[src/motor_ctl_pkg.sv]
/*
  motor_ctl_pkg: shared constants, timing counts and carrier types of the
  brushless motor commutation and protection logic.
  assumes a 25 MHz pclk and a 32-bit APB register bus.
*/
package motor_ctl_pkg;

  // ---------------------------------------------------------------
  // clock and timing
  // ---------------------------------------------------------------
  localparam int unsigned CLK_HZ = 25000000;
  localparam int unsigned CLK_NS = 40;
  localparam int unsigned TACH_PULSE_NS = 113000;
  localparam int unsigned TACH_PULSE_CYC = (TACH_PULSE_NS + CLK_NS - 1) / CLK_NS;
  localparam int unsigned PWRUP_BRAKE_NS = 200000;
  localparam int unsigned PWRUP_BRAKE_CYC = (PWRUP_BRAKE_NS + CLK_NS - 1) / CLK_NS;
  localparam int unsigned PWM_HZ = 14800;
  localparam int unsigned PWM_DIV_CYC = CLK_HZ / PWM_HZ;

  // ---------------------------------------------------------------
  // register map (byte offsets)
  // ---------------------------------------------------------------
  localparam logic [11:0] CTRL_OFS = 12'h000;
  localparam logic [11:0] DEMAND_OFS = 12'h004;
  localparam logic [11:0] STATUS_OFS = 12'h008;
  localparam logic [11:0] TACH_LEN_OFS = 12'h00C;

  // control fields
  localparam int CTRL_BRAKE_BIT = 0;
  localparam int CTRL_COAST_BIT = 1;
  localparam int CTRL_DIR_BIT = 2;
  localparam int CTRL_FULL_CHOP_BIT = 3;
  localparam logic [31:0] CTRL_RST = 32'h0000_0000;
  localparam logic [31:0] DEMAND_RST = 32'h0000_0000;

  // status fields
  localparam int STAT_SS_LATCH_BIT = 0;
  localparam int STAT_TACH_BIT = 1;
  localparam int STAT_DIR_BIT = 2;
  localparam int STAT_BLANK_BIT = 3;
  localparam int STAT_PWRUP_BIT = 4;
  localparam int STAT_HALL_LSB = 8;

  // pin synchroniser reset: hall lines idle high on their pull-ups, other pins idle low
  localparam logic [7:0] PIN_SYNC_RST = 8'hE0;

  // soft-start ramp, 8-bit demand scale
  localparam logic [7:0] SS_RESTART_LVL = 8'h05;
  localparam logic [7:0] SS_RAMP_MAX = 8'hFF;

  // ---------------------------------------------------------------
  // carrier types
  // ---------------------------------------------------------------
  typedef struct packed {
    logic high_on;
    logic low_on;
  } phase_drive_t;

  typedef struct packed {
    phase_drive_t a;
    phase_drive_t b;
    phase_drive_t c;
  } bridge_drive_t;

  typedef struct packed {
    logic brake;
    logic coast;
    logic dir;
    logic full_chop;
  } ctrl_fields_t;

endpackage

[src/motor_ctl.sv]
/*
  motor_ctl: commutation, override and protection logic of a three-phase
  brushless driver, with an APB register file.
  assumes hall, brake, coast, speed and fault pins are asynchronous and are
  synchronised here; the power stage follows the bridge drive outputs.
*/
// Added by the designer: register access over APB and the placing of the registers.
// What this block does
// - each hall edge fires one fixed-length tach pulse, 113 us by default
// - hall latches stay frozen while the tach pulse is high
// - brake request turns highs off and lows on
// - coast request floats all three phases
// - undervoltage or overcurrent sets the soft-start latch
// - latch clears when ramp under restart level and no fault
// - pwm demand is limited to the soft-start ramp level
// - direction latch transparent at low speed, frozen at high speed
// - direction passes latch then two-bit shift register to decoder
// - latch or shift stage mismatch floats all phase outputs
// - shift register steps on pwm oscillator, dead time one to two periods
// - undriven hall inputs read as logic high
// - overcurrent keeps all phases disabled until it clears
// - chop select low chops lows only, high chops all; ignored in brake
// - phases follow hall code and latched direction
// - brake forced for about 200 us after power-up
`timescale 1ns/100ps
module motor_ctl
  import motor_ctl_pkg::*;
#(
  parameter int unsigned PWRUP_CYC = PWRUP_BRAKE_CYC,
  parameter int unsigned PWM_DIV = PWM_DIV_CYC
) (
  // clock and reset
  input wire logic pclk,
  input wire logic presetn,
  // apb slave
  input wire logic psel,
  input wire logic penable,
  input wire logic pwrite,
  input wire logic [11:0] paddr,
  input wire logic [31:0] pwdata,
  output logic [31:0] prdata,
  output logic pready,
  output logic pslverr,
  // hall sensors, pull-up as enable-less input
  input wire logic hall_pos_a,
  input wire logic hall_pos_b,
  input wire logic hall_pos_c,
  input wire logic hall_a_driven,
  input wire logic hall_b_driven,
  input wire logic hall_c_driven,
  // protection pins
  input wire logic brake_timing_node_low,
  input wire logic coast_request,
  input wire logic vcc_under_turn_on,
  input wire logic overcurrent,
  input wire logic speed_above_thresh,
  // power stage
  output bridge_drive_t bridge_drive,
  output logic tach_out,
  output logic [7:0] pwm_limit
);

  typedef enum logic [2:0] {
    SS_CLAMP = 3'b001,
    SS_RAMP = 3'b010,
    SS_RUN = 3'b100
  } ss_state_t;

  // ---------------------------------------------------------------
  // input synchronisers
  // ---------------------------------------------------------------
  localparam int NSYNC = 8;
  logic [NSYNC-1:0] async_in, meta_ff, sync_ff;
  logic [2:0] hall_raw;

  // undriven hall inputs read high
  assign hall_raw[2] = hall_a_driven ? hall_pos_a : 1'b1;
  assign hall_raw[1] = hall_b_driven ? hall_pos_b : 1'b1;
  assign hall_raw[0] = hall_c_driven ? hall_pos_c : 1'b1;
  assign async_in = {hall_raw, brake_timing_node_low, coast_request,
                     vcc_under_turn_on, overcurrent, speed_above_thresh};

  always_ff @(posedge pclk or negedge presetn) begin
    if (!presetn) begin
      meta_ff <= PIN_SYNC_RST;
      sync_ff <= PIN_SYNC_RST;
    end else begin
      meta_ff <= async_in;
      sync_ff <= meta_ff;
    end
  end

  logic [2:0] hall_s;
  logic brake_pin, coast_pin, uvlo, ocp, fast;
  assign hall_s = sync_ff[7:5];
  assign brake_pin = sync_ff[4];
  assign coast_pin = sync_ff[3];
  assign uvlo = sync_ff[2];
  assign ocp = sync_ff[1];
  assign fast = sync_ff[0];

  // ---------------------------------------------------------------
  // apb register file
  // ---------------------------------------------------------------
  logic [31:0] ctrl_ff, demand_ff;
  logic [15:0] tach_len_ff;
  logic [31:0] nxt_prdata;
  logic wr_en, rd_en, addr_ok;
  ctrl_fields_t ctl;

  assign wr_en = psel && penable && pwrite;
  assign rd_en = psel && penable && !pwrite;
  assign pready = 1'b1;
  assign addr_ok = (paddr == CTRL_OFS) || (paddr == DEMAND_OFS) ||
                   (paddr == STATUS_OFS) || (paddr == TACH_LEN_OFS);
  assign pslverr = psel && penable && !addr_ok;
  assign ctl.brake = ctrl_ff[CTRL_BRAKE_BIT];
  assign ctl.coast = ctrl_ff[CTRL_COAST_BIT];
  assign ctl.dir = ctrl_ff[CTRL_DIR_BIT];
  assign ctl.full_chop = ctrl_ff[CTRL_FULL_CHOP_BIT];

  always_ff @(posedge pclk or negedge presetn) begin
    if (!presetn) begin
      ctrl_ff <= CTRL_RST;
      demand_ff <= DEMAND_RST;
      tach_len_ff <= 16'(TACH_PULSE_CYC);
    end else if (wr_en) begin
      if (paddr == CTRL_OFS) ctrl_ff <= {28'h0, pwdata[3:0]};
      if (paddr == DEMAND_OFS) demand_ff <= {24'h0, pwdata[7:0]};
      if (paddr == TACH_LEN_OFS) tach_len_ff <= pwdata[15:0];
    end
  end

  // ---------------------------------------------------------------
  // tach one-shot and hall latch
  // ---------------------------------------------------------------
  logic tach_pulse;
  logic [2:0] hall_q;

  tach_oneshot #(.LEN_W(16)) u_tach (
    .pclk(pclk),
    .presetn(presetn),
    .hall_sync(hall_s),
    .pulse_len(tach_len_ff),
    .tach_pulse(tach_pulse),
    .hall_latched(hall_q)
  );

  always_ff @(posedge pclk or negedge presetn) begin
    if (!presetn) tach_out <= 1'b0;
    else tach_out <= tach_pulse;
  end

  // ---------------------------------------------------------------
  // power-up brake timer
  // ---------------------------------------------------------------
  logic [15:0] pwrup_cnt_ff;
  logic pwrup_brake;
  assign pwrup_brake = (pwrup_cnt_ff != 16'(PWRUP_CYC));

  always_ff @(posedge pclk or negedge presetn) begin
    if (!presetn) pwrup_cnt_ff <= 16'h0000;
    else if (pwrup_brake) pwrup_cnt_ff <= pwrup_cnt_ff + 16'h0001;
  end

  // ---------------------------------------------------------------
  // pwm oscillator divider
  // ---------------------------------------------------------------
  logic [15:0] div_ff;
  logic osc_tick;
  assign osc_tick = (div_ff == 16'(PWM_DIV - 1));

  always_ff @(posedge pclk or negedge presetn) begin
    if (!presetn) div_ff <= 16'h0000;
    else if (osc_tick) div_ff <= 16'h0000;
    else div_ff <= div_ff + 16'h0001;
  end

  // ---------------------------------------------------------------
  // soft-start latch and ramp
  // ---------------------------------------------------------------
  ss_state_t ss_ff;
  logic [7:0] ramp_ff;
  logic fault;
  assign fault = uvlo || ocp;

  always_ff @(posedge pclk or negedge presetn) begin
    if (!presetn) begin
      ss_ff <= SS_CLAMP;
    end else begin
      unique case (ss_ff)
        SS_CLAMP: if (!fault && ramp_ff < SS_RESTART_LVL) ss_ff <= SS_RAMP;
        SS_RAMP: if (fault) ss_ff <= SS_CLAMP;
          else if (ramp_ff == SS_RAMP_MAX) ss_ff <= SS_RUN;
        SS_RUN: if (fault) ss_ff <= SS_CLAMP;
      endcase
    end
  end

  always_ff @(posedge pclk or negedge presetn) begin
    if (!presetn) ramp_ff <= 8'h00;
    else if (ss_ff == SS_CLAMP) ramp_ff <= 8'h00;
    else if (osc_tick && ramp_ff != SS_RAMP_MAX) ramp_ff <= ramp_ff + 8'h01;
  end

  always_ff @(posedge pclk or negedge presetn) begin
    if (!presetn) pwm_limit <= 8'h00;
    else if (demand_ff[7:0] > ramp_ff) pwm_limit <= ramp_ff;
    else pwm_limit <= demand_ff[7:0];
  end

  // ---------------------------------------------------------------
  // direction latch and two-bit shift register
  // ---------------------------------------------------------------
  logic dir_latch_ff;
  logic [1:0] dir_sr_ff;
  logic dir_blank;

  always_ff @(posedge pclk or negedge presetn) begin
    if (!presetn) dir_latch_ff <= 1'b0;
    else if (!fast) dir_latch_ff <= ctl.dir;
  end

  always_ff @(posedge pclk or negedge presetn) begin
    if (!presetn) dir_sr_ff <= 2'b00;
    else if (osc_tick) dir_sr_ff <= {dir_sr_ff[0], dir_latch_ff};
  end

  assign dir_blank = (ctl.dir != dir_latch_ff) ||
                     (dir_latch_ff != dir_sr_ff[0]) ||
                     (dir_sr_ff[0] != dir_sr_ff[1]);

  // ---------------------------------------------------------------
  // commutation decode and overrides
  // ---------------------------------------------------------------
  // per phase: 2 = source, 1 = sink, 0 = hi-z
  function automatic logic [5:0] commutate(input logic dir, input logic [2:0] h);
    logic [5:0] r;
    r = 6'h00;
    unique case ({dir, h})
      4'b1001: r = {2'd0, 2'd1, 2'd2};
      4'b1011: r = {2'd1, 2'd0, 2'd2};
      4'b1010: r = {2'd1, 2'd2, 2'd0};
      4'b1110: r = {2'd0, 2'd2, 2'd1};
      4'b1100: r = {2'd2, 2'd0, 2'd1};
      4'b1101: r = {2'd2, 2'd1, 2'd0};
      4'b0101: r = {2'd1, 2'd2, 2'd0};
      4'b0100: r = {2'd1, 2'd0, 2'd2};
      4'b0110: r = {2'd0, 2'd1, 2'd2};
      4'b0010: r = {2'd2, 2'd1, 2'd0};
      4'b0011: r = {2'd2, 2'd0, 2'd1};
      4'b0001: r = {2'd0, 2'd2, 2'd1};
      default: r = 6'h00;
    endcase
    return r;
  endfunction

  logic brake_act, chop_on, full_chop_q;
  logic [5:0] code;
  bridge_drive_t nxt_drive;

  assign brake_act = brake_pin || ctl.brake || pwrup_brake;
  assign chop_on = (div_ff < 16'(PWM_DIV * pwm_limit / 256));
  assign code = commutate(dir_sr_ff[1], hall_q);

  // chop select frozen while braking
  always_ff @(posedge pclk or negedge presetn) begin
    if (!presetn) full_chop_q <= 1'b0;
    else if (!brake_act) full_chop_q <= ctl.full_chop;
  end

  always_comb begin
    nxt_drive = '0;
    if (coast_pin || ctl.coast || dir_blank) begin
      nxt_drive = '0;
    end else if (ocp || ss_ff == SS_CLAMP) begin
      nxt_drive = '0;
    end else if (brake_act) begin
      nxt_drive.a = '{high_on: 1'b0, low_on: 1'b1};
      nxt_drive.b = '{high_on: 1'b0, low_on: 1'b1};
      nxt_drive.c = '{high_on: 1'b0, low_on: 1'b1};
    end else begin
      nxt_drive.a.high_on = (code[5:4] == 2'd2) && (chop_on || !full_chop_q);
      nxt_drive.a.low_on = (code[5:4] == 2'd1) && chop_on;
      nxt_drive.b.high_on = (code[3:2] == 2'd2) && (chop_on || !full_chop_q);
      nxt_drive.b.low_on = (code[3:2] == 2'd1) && chop_on;
      nxt_drive.c.high_on = (code[1:0] == 2'd2) && (chop_on || !full_chop_q);
      nxt_drive.c.low_on = (code[1:0] == 2'd1) && chop_on;
    end
  end

  always_ff @(posedge pclk or negedge presetn) begin
    if (!presetn) bridge_drive <= '0;
    else bridge_drive <= nxt_drive;
  end

  // ---------------------------------------------------------------
  // read mux
  // ---------------------------------------------------------------
  always_comb begin
    nxt_prdata = 32'h0000_0000;
    if (paddr == CTRL_OFS) nxt_prdata = ctrl_ff;
    if (paddr == DEMAND_OFS) nxt_prdata = demand_ff;
    if (paddr == TACH_LEN_OFS) nxt_prdata = {16'h0000, tach_len_ff};
    if (paddr == STATUS_OFS) begin
      nxt_prdata[STAT_SS_LATCH_BIT] = (ss_ff == SS_CLAMP);
      nxt_prdata[STAT_TACH_BIT] = tach_pulse;
      nxt_prdata[STAT_DIR_BIT] = dir_sr_ff[1];
      nxt_prdata[STAT_BLANK_BIT] = dir_blank;
      nxt_prdata[STAT_PWRUP_BIT] = pwrup_brake;
      nxt_prdata[STAT_HALL_LSB +: 3] = hall_q;
    end
  end

  always_ff @(posedge pclk or negedge presetn) begin
    if (!presetn) prdata <= 32'h0000_0000;
    else if (psel && !penable && !pwrite) prdata <= nxt_prdata;
  end

  // ---------------------------------------------------------------
  // checks
  // ---------------------------------------------------------------
  chk_coast_float: assert property (@(posedge pclk) disable iff (!presetn)
    (coast_pin || ctl.coast) |=> bridge_drive == '0)
    else $error("coast did not float phases");
  chk_brake_lows: assert property (@(posedge pclk) disable iff (!presetn)
    (brake_act && !coast_pin && !ctl.coast && !dir_blank && !ocp && ss_ff != SS_CLAMP)
      |=> bridge_drive == 6'b010101)
    else $error("brake drive wrong");
  chk_pwrup_brake: assert property (@(posedge pclk) disable iff (!presetn)
    $fell(pwrup_brake) |-> $past(pwrup_cnt_ff) == 16'(PWRUP_CYC - 1))
    else $error("power-up brake length wrong");
  chk_ss_set: assert property (@(posedge pclk) disable iff (!presetn)
    fault |=> ss_ff == SS_CLAMP)
    else $error("soft-start latch not set on fault");
  chk_ss_clear: assert property (@(posedge pclk) disable iff (!presetn)
    (ss_ff == SS_CLAMP && !fault && ramp_ff < SS_RESTART_LVL) |=> ss_ff == SS_RAMP)
    else $error("soft-start latch not cleared");
  chk_pwm_limit: assert property (@(posedge pclk) disable iff (!presetn)
    1'b1 |=> pwm_limit <= $past(ramp_ff))
    else $error("pwm above ramp");
  chk_dir_freeze: assert property (@(posedge pclk) disable iff (!presetn)
    fast |=> $stable(dir_latch_ff))
    else $error("direction latch moved at speed");
  chk_dir_blank: assert property (@(posedge pclk) disable iff (!presetn)
    dir_blank |=> bridge_drive == '0)
    else $error("outputs driven during direction blank");
  chk_ocp_off: assert property (@(posedge pclk) disable iff (!presetn)
    ocp |=> bridge_drive == '0)
    else $error("outputs driven during overcurrent");
  chk_illegal_hall: assert property (@(posedge pclk) disable iff (!presetn)
    !brake_act && (hall_q == 3'h0 || hall_q == 3'h7) |=> bridge_drive == '0)
    else $error("illegal hall code drove outputs");
  chk_no_shoot: assert property (@(posedge pclk) disable iff (!presetn)
    !(bridge_drive.a.high_on && bridge_drive.a.low_on))
    else $error("phase a cross-conduction");

  cov_brake: cover property (@(posedge pclk) disable iff (!presetn) brake_act && !pwrup_brake);
  cov_run: cover property (@(posedge pclk) disable iff (!presetn) ss_ff == SS_RUN);
  cov_reverse: cover property (@(posedge pclk) disable iff (!presetn) $rose(dir_sr_ff[1]));
  cov_tach: cover property (@(posedge pclk) disable iff (!presetn) $rose(tach_out));

endmodule // motor_ctl

[src/tach_oneshot.sv]
/*
  tach_oneshot: edge-triggered fixed-length pulse generator, not retriggered while a pulse runs.
  assumes hall inputs already synchronised to pclk.
*/
`timescale 1ns/100ps
module tach_oneshot
  import motor_ctl_pkg::*;
#(
  parameter int unsigned LEN_W = 16
) (
  // clock and reset
  input wire logic pclk,
  input wire logic presetn,
  // hall code and length
  input wire logic [2:0] hall_sync,
  input wire logic [LEN_W-1:0] pulse_len,
  // pulse out and frozen hall code
  output logic tach_pulse,
  output logic [2:0] hall_latched
);

  logic [LEN_W-1:0] cnt_ff;
  logic [2:0] hall_ff;
  logic change;

  assign change = (hall_sync != hall_ff) && (cnt_ff == '0);
  assign tach_pulse = (cnt_ff != '0);
  assign hall_latched = hall_ff;

  // ---------------------------------------------------------------
  // pulse counter
  // ---------------------------------------------------------------
  always_ff @(posedge pclk or negedge presetn) begin
    if (!presetn) begin
      cnt_ff <= '0;
    end else if (change) begin
      cnt_ff <= pulse_len;
    end else if (cnt_ff != '0) begin
      cnt_ff <= cnt_ff - 1'b1;
    end
  end

  // ---------------------------------------------------------------
  // hall latch, frozen while pulse active
  // ---------------------------------------------------------------
  always_ff @(posedge pclk or negedge presetn) begin
    if (!presetn) begin
      hall_ff <= 3'h7;
    end else if (cnt_ff == '0) begin
      hall_ff <= hall_sync;
    end
  end

  chk_hall_frozen: assert property (@(posedge pclk) disable iff (!presetn)
    tach_pulse |=> $stable(hall_ff) || !$past(tach_pulse))
    else $error("hall latch moved during tach pulse");

endmodule // tach_oneshot

[config.mk]
export PLATFORM = sky130hd
export DESIGN_NAME = motor_ctl
export DESIGN_NICKNAME = d
export VERILOG_FILES = /design/src/motor_ctl_pkg.sv /design/src/motor_ctl.sv /design/src/tach_oneshot.sv
export SDC_FILE = /design/constraint.sdc
export NUM_CORES = 1
export LEC_CHECK = 0
export ABC_AREA = 1
export BUFFER_PORTS_ARGS = -buffer_cell sky130_fd_sc_hd__clkbuf_2
export CAP_MARGIN = 20
export CORE_ASPECT_RATIO = 0.5
export CORE_UTILIZATION = 30
export CTS_CLUSTER_DIAMETER = 60
export DETAILED_ROUTE_END_ITERATION = 7
export SETUP_SLACK_MARGIN = 0.4
export SYNTH_ARGS = -nofsm -noshare
export SYNTH_HDL_FRONTEND = slang
export SYNTH_SLANG_ARGS = --single-unit
[constraint.sdc]
create_clock -name pclk -period 4.7 [get_ports pclk]
set_input_delay 0.94 -clock pclk [delete_from_list [all_inputs] [get_ports pclk]]
set_output_delay 0.94 -clock pclk [all_outputs]
set_load 0.005 [all_outputs]
After elaboration in Yosys (flattened, before gate mapping)
Memory sizes are Yosys's and may differ from the RTL's.
Cells that the tools add are included.
W data, S select, Z words.
{"block": "op_classes", "n_addsub": 4, "mul": 1, "magnitude_cmp": 3, "n_eq_ne": 23, "n_mux": 22, "n_reduce_logical": 40}
{"operator": "$mux W16", "n": 4}
{"operator": "$add A16 B1 Y16 const B", "n": 2}
{"operator": "$mux W8", "n": 4}
{"operator": "$eq A12 B4 Y1 const B", "n": 2}
{"operator": "$mul A11 B8 Y19 const A", "n": 1}
{"operator": "$mux W6", "n": 3}
{"operator": "$eq A16 B11 Y1 const B", "n": 1}
{"operator": "$logic_not A16 Y1", "n": 1}
{"operator": "$lt A16 B11 Y1", "n": 1}
{"operator": "$ne A16 B13 Y1 const B", "n": 1}
{"operator": "$reduce_bool A16 Y1", "n": 1}
{"operator": "$sub A16 B1 Y16 const B", "n": 1}
{"operator": "$mux W3", "n": 5}
{"operator": "$logic_and A1 B1 Y1", "n": 14}
{"operator": "$eq A12 B3 Y1 const B", "n": 1}
{"operator": "$logic_not A12 Y1", "n": 1}
{"operator": "$logic_or A1 B1 Y1", "n": 12}
{"operator": "$pmux W3 S3", "n": 1}
{"operator": "$add A8 B1 Y8 const B", "n": 1}
{"operator": "$eq A8 B8 Y1 const B", "n": 1}
{"operator": "$gt A8 B8 Y1", "n": 1}
{"operator": "$lt A8 B3 Y1 const B", "n": 1}
{"operator": "$ne A8 B8 Y1 const B", "n": 1}
{"operator": "$eq A2 B1 Y1 const B", "n": 3}
{"operator": "other kinds (15)", "n": 29}
{"block": "word_totals", "regBits": 157, "romBits": 96, "inputBits": 60, "out_inout_bits": 49, "elab_cells": 117, "memories": 1}
{"memory": "(no name shown)", "depth": 16, "width": 6, "read_ports": 1, "rd_clocked_by_memory_dff": 0, "wr": 0, "line": "motor_ctl.sv:240", "rtl": "unique case ({dir, h})"}

Logic depth before layout (Yosys ltp)
{"block": "logic_depth", "depth_word": 7, "ltp_mapped": 30, "ltp_nobuf": 30}

Cells and area by module
A second synthesis with hierarchy kept.
{"block": "hier_totals", "hier_cells": 987, "area_unflattened_um2": 8480.6}
{"module": "motor_ctl", "n_inst": 1, "cells_each": 807, "area_per_inst_um2": 7189.4, "seq_area_each_um2": 3067.9}
{"module": "tach_oneshot", "n_inst": 1, "cells_each": 180, "area_per_inst_um2": 1291.2, "seq_area_each_um2": 479.2}

Least setup slack after synthesis
OpenSTA, ideal clock, no wires.
{"block": "synth_timing", "path_type": "reg-to-reg", "start": "reg pwm_limit[3]", "end": "reg bridge_drive[1] in the netlist's numbering", "setup_time_ns": 0.072, "arrival_ns": 4.358, "t_required_ns": 4.628, "path_slack_ns": 0.270, "path_stages_with_launch": 28, "n_path_buf": 0, "period_less_slack_ns": 4.430, "path_cell_list": "dfrtp_1 -> ha_1 -> ha_1 -> inv_1 -> fa_1 -> inv_1 -> ha_1 -> ha_1 -> a21oi_1 -> nand2_1 -> nand2_1 -> nand2_1 -> nand2_1 -> nand2_1 -> nand2_1 -> nand2_1 -> a21o_1 -> nand2_1 -> nand2_1 -> xor2_1 -> ha_1 -> a21oi_1 -> nor2_1 -> nor4_1 -> nand2_1 -> nand2_1 -> nand2_1 -> nor2_1"}
{"element": "start: declaration", "line": "motor_ctl.sv:60", "rtl": "output logic [7:0] pwm_limit"}
{"element": "start signal: assignment", "line": "motor_ctl.sv:208", "rtl": "else if (demand_ff[7:0] > ramp_ff) pwm_limit <= ramp_ff;"}
{"element": "start signal: assignment", "line": "motor_ctl.sv:209", "rtl": "else pwm_limit <= demand_ff[7:0];"}
{"element": "end signal: assignment", "line": "motor_ctl.sv:294", "rtl": "else bridge_drive <= nxt_drive;"}
{"element": "end: declaration", "line": "motor_ctl.sv:58", "rtl": "output bridge_drive_t bridge_drive,"}

==> flow_metrics.tcl <==
set metrics [dict create \
    required_ps 5050 \
    yosys.area_share.adder_pct 14.2 \
    grt_usage_pct 14.0 \
    place_hpwl_um 14400 \
    syn_inst 919 \
    maxCapViolations 0 \
    ctsHoldBuffers 0 \
    nFillCells 2620 \
    synth_cell_types 56 \
    clock-skew-final_ps 10.7 \
    synth_top_family_by_area "simple AND/OR/NAND/NOR gates" \
    r2r-start "pwm_limit[6]$_DFF_PN0_" \
    async_reset_ff_share_pct 100 \
    wire_per_inst_um 13.7 \
    p_total_uw 3270 \
    antenna_found_initial 0 \
    syn-cell-area_mm2 0.00825 \
    viasPerCell 4.66 \
    synthToLayoutAreaGrowth_pct 23.0 \
    crit_fanout 4 \
    finalCritPeriodShare_pct 94.8 \
    rr_endpoint "bridge_drive[3]$_DFF_PN0_" \
    clk_latency_ps 430 \
    setup_viol 0 \
    fp.dieW_um 237 \
    fin_setup_tns_ps 0 \
    drc 0 \
    synth_warnings 0 \
    holdPathEnd "sync_ff[7]$_DFF_PN1_" \
    slew_violations 0 \
    cellPowerDensity_mw_per_mm2 322 \
    post-synth-top-area-cell "dfrtp_1" \
    yosys.area_share.xor_xnor_pct 4.14 \
    ys_ff_latch 141 \
    insertedDiodeCount 0 \
    grt_overflow 0 \
    synth_edf_count 0 \
    relSlewSlack_pct 38.1 \
    numCtsBuffers 17 \
    final_hold_viol_count 0 \
    grt_pass1_vias 6388 \
    synth_most_common_cell "nand2_1" \
    routed_wl_um 19200 \
    hold_path.class "reg -> reg" \
    initial_core_util_pct 30.9 \
    avgSynthCellArea_um2 8.98 \
    post-route-min-period_ps 4460 \
    portBuffers 75 \
    worstMarginPinSlew_ps 927 \
    layout-drive-gt1-share_pct 23.6 \
    initialDrtViolationCount 449 \
    rr_worst_depth 25 \
    rsz0062_at_grt "true" \
    synth_compound_area_share_pct 10.9 \
    vias 6534 \
    ys_top_cells_by_count "nand2_1 (147), inv_1 (140), dfrtp_1 (126), ha_1 (73), nor2_1 (65)" \
    grt_max_degree 82 \
    coreArea_mm2 0.0267 \
    crit_path_end_kind "register" \
    p_leak_uw 0.00505 \
    peakVddDrop_mv 0.249 \
    ys.flop_type "dfrtp_1" \
    hold_depth 0 \
    final_core_util_pct 38.0 \
    synth_area_leaders "dfrtp_1 (38%), ha_1 (11%), nand2_1 (6.7%)" \
    critPathArrivalTime_ps 4810 \
    io_pins 109 \
    fp.dieArea_mm2 0.0282 \
    cp-start-kind "register" \
    outcome "complete, no violations" \
    cts.sinks 141 \
    synth-simple-area-share_pct 18.2 \
    cts_root_buf "clkbuf_16" \
    hp-start "meta_ff[7]$_DFF_PN1_" \
    antenna_left 0 \
    grt_pass1_wl_um 31600 \
    path_class "reg -> reg" \
    die_y_um 119 \
    max_freq_mhz 224 \
    r2r_slack_ps 240 \
    rows 42 \
    synthMuxAreaShare_pct 0.546 \
    finish.net_count 1183 \
    clkTransAtPathRegs_ps 60 \
    cts_buffer_depth 2 \
    place_congestion 0.839 \
    cts_tree "done" \
    htreeDepth 4 \
    synth_top_area_share_pct 38.2 \
    ys_seq_area_share_pct 43.0 \
    drtPass1Iterations 5 \
]
==> through the flow <==
| step | setup WS (ps) | instance area [µm²] | instances | hold slack, ps |
|---|---|---|---|---|
| after floorplan | 400 | 8330 | 934 | 331 |
| after detailed placement | 65.5 | 9060 | 1343 | 336 |
| after global routing | 6.44 | 10200 | 1402 | 355 |
| final | 245 | 10200 | 1402 | 348 |
| after CTS | 239 | 9960 | 1397 | 350 |
| after global placement | 136 | 9060 | 1343 | 337 |
==> timing repair <==
item	CTS	global route
resized for setup	25	31
setup endpoints to repair	6	6
buffers inserted	22	5
gates cloned	0	0
pin swaps	27	31
==> worst max path at each step <==
stage	startpoint	cells past startpoint	endpoint	slack [ps]
2_1_floorplan	pwm_limit[4]$_DFF_PN0_	30	bridge_drive[1]$_DFF_PN0_	400
3_3_place_gp	pwm_limit[6]$_DFF_PN0_	24	bridge_drive[1]$_DFF_PN0_	140
3_5_place_dp	pwm_limit[6]$_DFF_PN0_	23	bridge_drive[5]$_DFF_PN0_	70
4_1_cts	pwm_limit[6]$_DFF_PN0_	25	bridge_drive[5]$_DFF_PN0_	240
5_1_grt	pwm_limit[6]$_DFF_PN0_	27	bridge_drive[3]$_DFF_PN0_	6
6_report	pwm_limit[6]$_DFF_PN0_	25	bridge_drive[3]$_DFF_PN0_	240
==> layer usage <==
metal	track usage (%)	vias to the layer above	wire, µm
met2	24.3	104	9530
li1	-	3240	-
met4	4.91	0	460
met5	0	-	0
met3	3.08	34	708
met1	17.2	3156	8470
==> flip-flops by register name, summed over array words and instances (netlist names), 16 cells and up <==
name,flops
u_tach.cnt_ff,16
pwrup_cnt_ff,16
tach_len_ff,16
prdata,16
div_ff,16
==> area by class of cell <==
class / instances / area [µm²] / area share, %
sequential: 141 / 3550 / 35.0
inverter: 147 / 554 / 5.46
timing repair buffer: 113 / 682 / 6.72
tap: 352 / 440 / 4.34
clock inverter: 14 / 159 / 1.57
multi-input combinational: 617 / 4330 / 42.6
clock buffer: 18 / 439 / 4.33
==> kinds of logic (layout without fill, tap and decap cells) <==
| logic type | after synthesis | count (layout) |
|---|---|---|
| XOR/XNOR | 39 | 39 |
| multiplexers | 4 | 4 |
| other | 2 | 17 |
| AND/OR/NAND/NOR | 316 | 316 |
| adder cells (fa/ha/maj) | 86 | 86 |
| buffers and inverters | 176 | 292 |
| AO/OA/AOI/OAI | 155 | 155 |
| flip-flops | 141 | 141 |
==> critical path, cell delays in order (launching register included) <==
cell and delay (ps):
dfrtp_2 410, inv_2 60, ha_4 260, inv_2 40, fa_2 520, inv_2 40, fa_2 350, inv_2 60
fa_1 450, ha_4 280, a21oi_4 160, nand2_4 80, buf_6 120, a21oi_4 170, o21ai_2 80, xor2_1 160
ha_1 310, nand2_1 80, nor2_1 50, a211oi_1 200, nand2_1 120, nand2_2 110, nand2_2 60, nand2_2 60
nand2_2 60, nor2_1 120
==> cell usage in the layout, fill, tap and decap left out, types with 15 or more instances in the layout <==
cell type | Yosys | layout
dfstp_2 | 15 | 15
nand2_1 | 147 | 135
clkbuf_16 | 0 | 17
buf_4 | 17 | 34
dfrtp_1 | 126 | 124
conb_1 | 2 | 17
nand3_1 | 38 | 37
nor2_1 | 65 | 64
clkbuf_2 | 0 | 74
a21oi_1 | 57 | 50
xor2_1 | 27 | 27
inv_1 | 140 | 131
ha_1 | 73 | 59
o21ai_0 | 46 | 45
==> where the power goes <==
group	internal [µW]	total, µW	switching, µW
clock network	808	1370	565
logic	234	569	334
registers	1280	1330	52.7
total	2320	3270	952
(Power assumes the default switching activity.)
